## config.mk

```make
export PLATFORM = sky130hd
export DESIGN_NAME = icis_top
export DESIGN_NICKNAME = d
export VERILOG_FILES = /design/src/icis_pkg.sv /design/src/icis_reg_if.sv /design/src/icis_sync_detect.sv /design/src/icis_apb_port.sv /design/src/icis_top.sv
export SDC_FILE = /design/constraint.sdc
export NUM_CORES = 1
export LEC_CHECK = 0
export BUFFER_PORTS_ARGS = -buffer_cell sky130_fd_sc_hd__buf_2
export CAP_MARGIN = 0
export CORE_ASPECT_RATIO = 0.6
export CORE_MARGIN = 5
export CORE_UTILIZATION = 50
export CTS_CLUSTER_SIZE = 25
export DETAILED_ROUTE_END_ITERATION = 10
export PLACE_DENSITY = 0.79
export SLEW_MARGIN = 5
export SYNTH_ARGS = -nofsm -noshare
export SYNTH_HDL_FRONTEND = slang
export SYNTH_HIERARCHICAL = 1
export SYNTH_SLANG_ARGS = --single-unit
```

## constraint.sdc

```tcl
create_clock -name pclk -period 2.1 [get_ports pclk]
set_input_delay 0.105 -clock pclk [delete_from_list [all_inputs] [get_ports pclk]]
set_output_delay 0.105 -clock pclk [all_outputs]
set_load 0.02 [all_outputs]
```

## src/icis_pkg.sv

```systemverilog
// constants and types shared by the input change and interrupt status logic
package icis_pkg;
  // register data and address widths
  localparam int REG_W = 8;
  localparam int IDX_W = 6;
  localparam int NUM_PINS = 4;
  localparam int APB_AW = 8;
  localparam int APB_DW = 32;
  typedef logic [REG_W-1:0] icis_byte_t;
  typedef logic [IDX_W-1:0] icis_idx_t;
  // register indexes, byte address is four times the index
  localparam icis_idx_t IDX_INPUT_CHANGE = 6'h04;
  localparam icis_idx_t IDX_IRQ_STATUS = 6'h05;
  localparam icis_idx_t IDX_AUX_CONTROL = 6'h08;
  localparam icis_idx_t IDX_IRQ_MASK = 6'h09;
  localparam icis_idx_t IDX_COMMAND = 6'h0a;
  localparam icis_idx_t IDX_IRQ_PENDING = 6'h0b;
  // input change register fields
  localparam int CHG_LSB = 4;
  localparam int LVL_LSB = 0;
  // irq status bit positions
  localparam int ST_INPUT_CHG = 7;
  localparam int ST_BREAK_B = 6;
  localparam int ST_RX_B = 5;
  localparam int ST_TX_B = 4;
  localparam int ST_CTR_READY = 3;
  localparam int ST_BREAK_A = 2;
  localparam int ST_RX_A = 1;
  localparam int ST_TX_A = 0;
  // aux control fields
  localparam int AUX_EN_LSB = 0;
  localparam int AUX_CT_LSB = 4;
  localparam int AUX_CT_W = 3;
  localparam int AUX_BRG_BIT = 7;
  // command register bits, write one to act
  localparam int CMD_CLR_BREAK_A = 0;
  localparam int CMD_CLR_BREAK_B = 1;
  localparam int CMD_STOP_CTR = 2;
  // reset values
  localparam icis_byte_t RST_IRQ_STATUS = 8'h00;
  localparam icis_byte_t RST_IRQ_MASK = 8'h00;
  localparam icis_byte_t RST_AUX_CONTROL = 8'h00;
  localparam logic [NUM_PINS-1:0] RST_CHG = 4'h0;
endpackage

```

## src/icis_reg_if.sv

```systemverilog
// register access strobes between the bus port and the core
`timescale 1ns/1ps
interface icis_reg_if;
  import icis_pkg::*;
  logic rd_setup;
  logic rd_take;
  logic wr_take;
  icis_idx_t idx;
  icis_byte_t wdata;
  icis_byte_t rdata;
  logic hit;
  logic wr_ok;
  modport port (output rd_setup, rd_take, wr_take, idx, wdata, input rdata, hit, wr_ok);
  modport core (input rd_setup, rd_take, wr_take, idx, wdata, output rdata, hit, wr_ok);
endinterface

```

## src/icis_sync_detect.sv

```systemverilog
// per-pin two-stage synchroniser with change detection
`timescale 1ns/1ps
module icis_sync_detect #(
  parameter int WIDTH = 4
) (
  // clock and reset
  input wire logic pclk,
  input wire logic presetn,
  // raw pins and results
  input wire logic [WIDTH-1:0] pin_raw,
  output logic [WIDTH-1:0] pin_level,
  output logic [WIDTH-1:0] pin_change
);
  logic [WIDTH-1:0] meta;
  logic [WIDTH-1:0] prev;
  genvar g;
  generate
    for (g = 0; g < WIDTH; g++) begin : g_pin
      // first stage feeds only the second
      always_ff @(posedge pclk or negedge presetn) begin
        if (!presetn) begin
          meta[g] <= 1'b0;
          pin_level[g] <= 1'b0;
          prev[g] <= 1'b0;
        end else begin
          meta[g] <= pin_raw[g];
          pin_level[g] <= meta[g];
          prev[g] <= pin_level[g];
        end
      end
      // one pulse per settled transition
      assign pin_change[g] = pin_level[g] ^ prev[g];
    end
  endgenerate
endmodule

```

## src/icis_apb_port.sv

```systemverilog
// apb slave front end, zero wait states, registered read data
`timescale 1ns/1ps
module icis_apb_port (
  // clock and reset
  input wire logic pclk,
  input wire logic presetn,
  // apb
  input wire logic psel,
  input wire logic penable,
  input wire logic pwrite,
  input wire logic [icis_pkg::APB_AW-1:0] paddr,
  input wire logic [icis_pkg::APB_DW-1:0] pwdata,
  output logic [icis_pkg::APB_DW-1:0] prdata,
  output logic pready,
  output logic pslverr,
  // core side
  icis_reg_if.port regs
);
  import icis_pkg::*;
  logic err;
  logic setup;
  logic access;
  assign setup = psel & ~penable;
  assign access = psel & penable;
  // strobes toward the core
  assign regs.idx = paddr[APB_AW-1:2];
  assign regs.wdata = pwdata[REG_W-1:0];
  assign regs.rd_setup = setup & ~pwrite;
  assign regs.rd_take = access & ~pwrite & ~err;
  assign regs.wr_take = access & pwrite & ~err;
  assign pready = 1'b1;
  assign pslverr = access & err;
  // read data and error decided in setup
  always_ff @(posedge pclk or negedge presetn) begin
    if (!presetn) begin
      prdata <= 32'h0000_0000;
      err <= 1'b0;
    end else if (setup) begin
      prdata <= pwrite ? 32'h0000_0000 : {{(APB_DW-REG_W){1'b0}}, regs.rdata};
      err <= ~regs.hit | (pwrite & ~regs.wr_ok) | (paddr[1:0] != 2'b00);
    end
  end
endmodule

```

## src/icis_top.sv

```systemverilog
// input change detection and interrupt status gathering
//
// Overview of operation
// - a pin change sets its flag, bits 7..4, bit 7 is pin 3
// - reading the input change register clears the change flags that the read returned
// - that same read also clears status bit 7
// - bits 3..0 read the live pin levels, one means high
// - irq_out_n goes low when any status bit and its mask bit are one
// - a status bit with mask zero never affects irq_out_n
// - status reads return the unmasked state of every source
// - the status register is all zero after reset
// - status bit 7 sets on a pin change enabled in aux control bits 3..0
// - status bits 7..0 are input change, break B, rx B, tx B, ctr, break A, rx A, tx A
// - a disabled pin's change sets its flag but leaves status bit 7 alone
// - break change bits stay set until their reset command clears them
//
// The APB register port is this design's own decision.
`timescale 1ns/1ps
module icis_top #(
  parameter int NUM_PINS = icis_pkg::NUM_PINS
) (
  // clock and reset
  input wire logic pclk,
  input wire logic presetn,
  // apb register bus
  input wire logic psel,
  input wire logic penable,
  input wire logic pwrite,
  input wire logic [icis_pkg::APB_AW-1:0] paddr,
  input wire logic [icis_pkg::APB_DW-1:0] pwdata,
  output logic [icis_pkg::APB_DW-1:0] prdata,
  output logic pready,
  output logic pslverr,
  // general purpose input pins
  input wire logic input_pin_0,
  input wire logic input_pin_1,
  input wire logic input_pin_2,
  input wire logic input_pin_3,
  // channel interrupt levels from the receivers and transmitters
  input wire logic rx_chan_a_irq,
  input wire logic tx_chan_a_irq,
  input wire logic rx_chan_b_irq,
  input wire logic tx_chan_b_irq,
  // one-cycle events from break detectors and counter
  input wire logic break_chg_a_evt,
  input wire logic break_chg_b_evt,
  input wire logic ctr_ready_evt,
  // counter stop request toward the counter
  output logic stop_ctr_cmd,
  // aux control fields used elsewhere
  output logic brg_set_sel,
  output logic [icis_pkg::AUX_CT_W-1:0] ctr_mode_sel,
  // interrupt output, active low
  output logic irq_out_n
);
  import icis_pkg::*;

  icis_reg_if regs ();

  // registers and state
  icis_byte_t irq_status_reg;
  icis_byte_t irq_mask_reg;
  icis_byte_t aux_control_reg;
  logic [NUM_PINS-1:0] chg_flag;
  logic [NUM_PINS-1:0] chg_snap;
  logic [NUM_PINS-1:0] pin_raw;
  logic [NUM_PINS-1:0] pin_level;
  logic [NUM_PINS-1:0] pin_change;
  logic [NUM_PINS-1:0] chg_en;
  logic [NUM_PINS-1:0] next_chg_flag;
  logic input_chg_set;
  logic next_input_chg;
  logic rd_change;
  logic wr_aux;
  logic wr_mask;
  logic wr_cmd;
  logic clr_break_a;
  logic clr_break_b;
  logic clr_ctr;
  logic next_break_a;
  logic next_break_b;
  logic next_ctr_ready;

  // bus front end
  icis_apb_port u_apb (
    .pclk(pclk),
    .presetn(presetn),
    .psel(psel),
    .penable(penable),
    .pwrite(pwrite),
    .paddr(paddr),
    .pwdata(pwdata),
    .prdata(prdata),
    .pready(pready),
    .pslverr(pslverr),
    .regs(regs)
  );

  // pins gathered into a vector, pin 0 in the low bit
  assign pin_raw = {input_pin_3, input_pin_2, input_pin_1, input_pin_0};

  // synchroniser and change detector
  icis_sync_detect #(
    .WIDTH(NUM_PINS)
  ) u_sync (
    .pclk(pclk),
    .presetn(presetn),
    .pin_raw(pin_raw),
    .pin_level(pin_level),
    .pin_change(pin_change)
  );

  // access decode
  assign rd_change = regs.rd_take && (regs.idx == IDX_INPUT_CHANGE);
  assign wr_aux = regs.wr_take && (regs.idx == IDX_AUX_CONTROL);
  assign wr_mask = regs.wr_take && (regs.idx == IDX_IRQ_MASK);
  assign wr_cmd = regs.wr_take && (regs.idx == IDX_COMMAND);

  // command bits, acted on only in the write cycle
  assign clr_break_a = wr_cmd & regs.wdata[CMD_CLR_BREAK_A];
  assign clr_break_b = wr_cmd & regs.wdata[CMD_CLR_BREAK_B];
  assign clr_ctr = wr_cmd & regs.wdata[CMD_STOP_CTR];
  assign stop_ctr_cmd = clr_ctr;

  // aux control outputs
  assign chg_en = aux_control_reg[AUX_EN_LSB +: NUM_PINS];
  assign brg_set_sel = aux_control_reg[AUX_BRG_BIT];
  assign ctr_mode_sel = aux_control_reg[AUX_CT_LSB +: AUX_CT_W];

  // decode of mapped addresses
  always_comb begin
    regs.hit = 1'b0;
    regs.wr_ok = 1'b0;
    unique case (regs.idx)
      IDX_INPUT_CHANGE, IDX_IRQ_STATUS, IDX_IRQ_PENDING: begin
        regs.hit = 1'b1;
      end
      IDX_AUX_CONTROL, IDX_IRQ_MASK, IDX_COMMAND: begin
        regs.hit = 1'b1;
        regs.wr_ok = 1'b1;
      end
      default: begin
        regs.hit = 1'b0;
      end
    endcase
  end

  // read data mux, sampled in the setup cycle
  always_comb begin
    regs.rdata = 8'h00;
    unique case (regs.idx)
      IDX_INPUT_CHANGE: begin
        regs.rdata[CHG_LSB +: NUM_PINS] = chg_flag;
        regs.rdata[LVL_LSB +: NUM_PINS] = pin_level;
      end
      IDX_IRQ_STATUS: begin
        regs.rdata = irq_status_reg;
      end
      IDX_IRQ_PENDING: begin
        regs.rdata = irq_status_reg & irq_mask_reg;
      end
      IDX_AUX_CONTROL: begin
        regs.rdata = aux_control_reg;
      end
      IDX_IRQ_MASK: begin
        regs.rdata = irq_mask_reg;
      end
      default: begin
        regs.rdata = 8'h00;
      end
    endcase
  end

  // snapshot of flags shown to the reader, so later sets survive the clear
  always_ff @(posedge pclk or negedge presetn) begin
    if (!presetn) begin
      chg_snap <= RST_CHG;
    end else if (regs.rd_setup) begin
      chg_snap <= (regs.idx == IDX_INPUT_CHANGE) ? chg_flag : RST_CHG;
    end
  end

  // change flags: set on a settled edge, set wins over the read clear
  always_comb begin
    next_chg_flag = chg_flag;
    if (rd_change) begin
      next_chg_flag = chg_flag & ~chg_snap;
    end
    next_chg_flag = next_chg_flag | pin_change;
  end

  always_ff @(posedge pclk or negedge presetn) begin
    if (!presetn) begin
      chg_flag <= RST_CHG;
    end else begin
      chg_flag <= next_chg_flag;
    end
  end

  // summary bit raised only through enabled pins
  assign input_chg_set = |(pin_change & chg_en);

  always_comb begin
    next_input_chg = irq_status_reg[ST_INPUT_CHG];
    if (rd_change) begin
      next_input_chg = 1'b0;
    end
    if (input_chg_set) begin
      next_input_chg = 1'b1;
    end
  end

  // break and counter bits: event sets, command clears, set wins
  always_comb begin
    next_break_a = (irq_status_reg[ST_BREAK_A] & ~clr_break_a) | break_chg_a_evt;
    next_break_b = (irq_status_reg[ST_BREAK_B] & ~clr_break_b) | break_chg_b_evt;
    next_ctr_ready = (irq_status_reg[ST_CTR_READY] & ~clr_ctr) | ctr_ready_evt;
  end

  // status register, one bit per source
  always_ff @(posedge pclk or negedge presetn) begin
    if (!presetn) begin
      irq_status_reg <= RST_IRQ_STATUS;
    end else begin
      irq_status_reg[ST_INPUT_CHG] <= next_input_chg;
      irq_status_reg[ST_BREAK_B] <= next_break_b;
      irq_status_reg[ST_RX_B] <= rx_chan_b_irq;
      irq_status_reg[ST_TX_B] <= tx_chan_b_irq;
      irq_status_reg[ST_CTR_READY] <= next_ctr_ready;
      irq_status_reg[ST_BREAK_A] <= next_break_a;
      irq_status_reg[ST_RX_A] <= rx_chan_a_irq;
      irq_status_reg[ST_TX_A] <= tx_chan_a_irq;
    end
  end

  // mask register
  always_ff @(posedge pclk or negedge presetn) begin
    if (!presetn) begin
      irq_mask_reg <= RST_IRQ_MASK;
    end else if (wr_mask) begin
      irq_mask_reg <= regs.wdata;
    end
  end

  // aux control register
  always_ff @(posedge pclk or negedge presetn) begin
    if (!presetn) begin
      aux_control_reg <= RST_AUX_CONTROL;
    end else if (wr_aux) begin
      aux_control_reg <= regs.wdata;
    end
  end

  // interrupt output, masked bits have no effect
  assign irq_out_n = ~|(irq_status_reg & irq_mask_reg);

endmodule

```

==> reports/metrics.csv <==
metric,value,unit
status,completed,
wl,5630,µm
period_share,92.2,%
multi_input_area,1170,µm²
ys_types,42,
cts-resized-gates,0,
maxSlewViolCount,0,
synth_warnings,6,
regToRegSetupSlack,0.41,ns
clk_pin_slew_worst_paths,0.10,ns
end_kind,primary output,
max_freq,0.516,GHz
holdPathStages,2,
ys_ff_latch,53,
syn_to_final_growth,10.9,%
crit_required,2.00,ns
die_area,7280,µm²
hold_viol,0,
yosysSeqAreaShare,47.1,%
ys_top_cells_by_area,"dfrtp_1 (47%), buf_4 (11%), mux2_2 (6.4%)",
coreArea,5520,µm²
diodes,0,
worstRegToRegCells,4,
power.density,590,nW/µm²
drt_iter0_markers,179,
async_flop_share,100,%
track_usage,16.9,%
ir_worst_vdd,0.000394,V
start_util,51.0,%
layout.nets,345,
gp_congestion,0.855,
rsz0062_at_grt,false,
timing.hold.worst.start,pwdata[4],
worstSetupPathType,flop to primary output,
avgSynthCellArea,11.5,µm²
yosysTopAreaCell,dfrtp_1,
insertion_delay,0.31,ns
setup_viol,0,
overflow,0,
cap_viol_max_count,0,
drtPass1Iterations,4,
worstSetupStartpointType,flop,
portBuffers,46,
cts_root_buffer,clkbuf_8,
min_period,1.94,ns
numCtsBuffers,5,
hold-path-endpoint,irq_mask_reg[4]$_DFFE_PN0P_,
p_leak,1.55,nW
fin_setup_tns,0,ns
num-fill-cells,474,
clock_path_buffers,2,
cts_tree,yes,
worstReg2RegStart,u_apb/err$_DFFE_PN0P_,
relSlewSlack,52.9,%
via_count,1818,
worstPathMaxFanout,4,
worst_slew_pin_slew,0.707,ns
wire_per_inst,15.7,µm
arrival,1.83,ns
vias_per_cell,5.06,
drc,0,
postSynthCellCount,245,
grt_max_degree,31,
rows,21,
antenna_found_initial,0,
total_power,1.84,mW
finish.utilization,56.6,%
synth_commonest_cells,"dfrtp_1 (53), buf_4 (43), mux2_2 (16), mux2i_1 (16), inv_1 (11)",
reg2reg_to,aux_control_reg[0]$_DFFE_PN0P_,
yosysMostFrequentCell,dfrtp_1,
grt_pass1_wl,9250,µm
die_w,107,µm
ctsHtreeMaxLevel,2,
seqCellArea,1330,µm²
drive_above_1_share,31.7,%
hpwlAfterDp,4200,µm
ioPinCount,96,
grt_pass1_vias,1768,
die_y,68.1,µm
skew,0.00747,ns
hold_slack,0.0293,ns
ant_nets,0,
min_path_type,primary input to flop,
synth_ff_type,dfrtp_1,
synth_top_area_share,47.1,%
clock_sinks,53,
synth-edff-count,0,
netlist_area,2820,µm²
cell usage in the layout (no fill, tap or decap), types with 2 or more instances in the layout:
cell type	Yosys	routed
nor2_1	4	4
nand2_1	5	5
and2b_1	7	7
inv_1	11	11
o32ai_1	4	4
o2bb2ai_1	8	8
a21o_1	2	2
a221oi_1	2	2
o21ai_0	9	9
buf_2	3	46
mux2_2	16	16
dlygate4sd3_1	0	12
a21oi_1	2	2
mux2_4	8	8
mux2i_1	16	16
dfrtp_1	53	53
nand3_1	10	10
or2_2	2	2
a31oi_1	4	4
xor2_1	4	4
buf_4	43	8
conb_1	2	25
nor2b_1	3	3
a22oi_1	2	2
clkbuf_8	0	5
a22o_1	2	2
and3_1	3	3
report_power, final:
| group | internal (mW) | switching, mW | total, mW | leakage [nW] |
|---|---|---|---|---|
| registers | 1.04 | 0.0134 | 1.05 | 0.656 |
| clock network | 0.238 | 0.340 | 0.578 | 0.0456 |
| logic | 0.0767 | 0.133 | 0.210 | 0.847 |
worst max path at each step:
stage / startpoint / end / cells after the start
after floorplan: paddr[7] / aux_control_reg[0]$_DFFE_PN0P_ / 4
after global placement: paddr[3] / u_apb/prdata[3]$_DFFE_PN0P_ / 6
after detailed placement: paddr[3] / u_apb/prdata[2]$_DFFE_PN0P_ / 6
after CTS: u_apb/err$_DFFE_PN0P_ / stop_ctr_cmd / 5
after global routing: u_apb/err$_DFFE_PN0P_ / stop_ctr_cmd / 5
final: u_apb/err$_DFFE_PN0P_ / stop_ctr_cmd / 5
cell type report:
| class | instances | area share [%] |
|---|---|---|
| inverters | 11 | 1.32 |
| well taps | 69 | 2.76 |
| multi-input cells | 152 | 37.5 |
| clock buffers | 6 | 2.32 |
| repair buffers | 66 | 13.1 |
| flip-flops and latches | 53 | 42.5 |
| clock inverters | 2 | 0.441 |
stage by stage:
| stage | instances | setup WS [ns] | cell area, µm² |
|---|---|---|---|
| 6_report | 359 | 0.164 | 3120 |
| 3_5_place_dp | 339 | 0.209 | 2920 |
| 2_1_floorplan | 268 | 0.370 | 2900 |
| 4_1_cts | 359 | 0.160 | 3120 |
| 5_1_grt | 359 | 0.0227 | 3120 |
| 3_3_place_gp | 339 | 0.253 | 2920 |
worst max-delay path, stage by stage, from the launching register on:
cell and delay [ns]:
dfrtp_1 0.42, nor3b_1 0.29, buf_4 0.19, and3b_1 0.23
and3_1 0.21, buf_2 0.17
per-layer routing:
layer  track usage (%)  wire (µm)  vias to the layer above
li1                  -          -                      878
met1              25.9       2870                      867
met2              23.0       2240                       66
met3              3.96        453                        7
met4              5.90         63                        0
met5                 0          0                        -
repair_timing:
item,4_1_cts,5_1_grt
hold buffers,12,0
hold endpoints to repair,39,0
buffers inserted,0,0
kinds of logic after synthesis:
logic type / after synthesis / synth area share, %
AOI/OAI and AO/OA: 37 / 9.51
muxes: 40 / 16.4
other: 2 / 0.267
DFF: 53 / 47.1
xor gates and xnor gates: 4 / 1.24
buffers and inverters: 63 / 14.5
and+or+nand+nor: 46 / 11.0
Note: power is estimated with default switching activity, not from simulation.
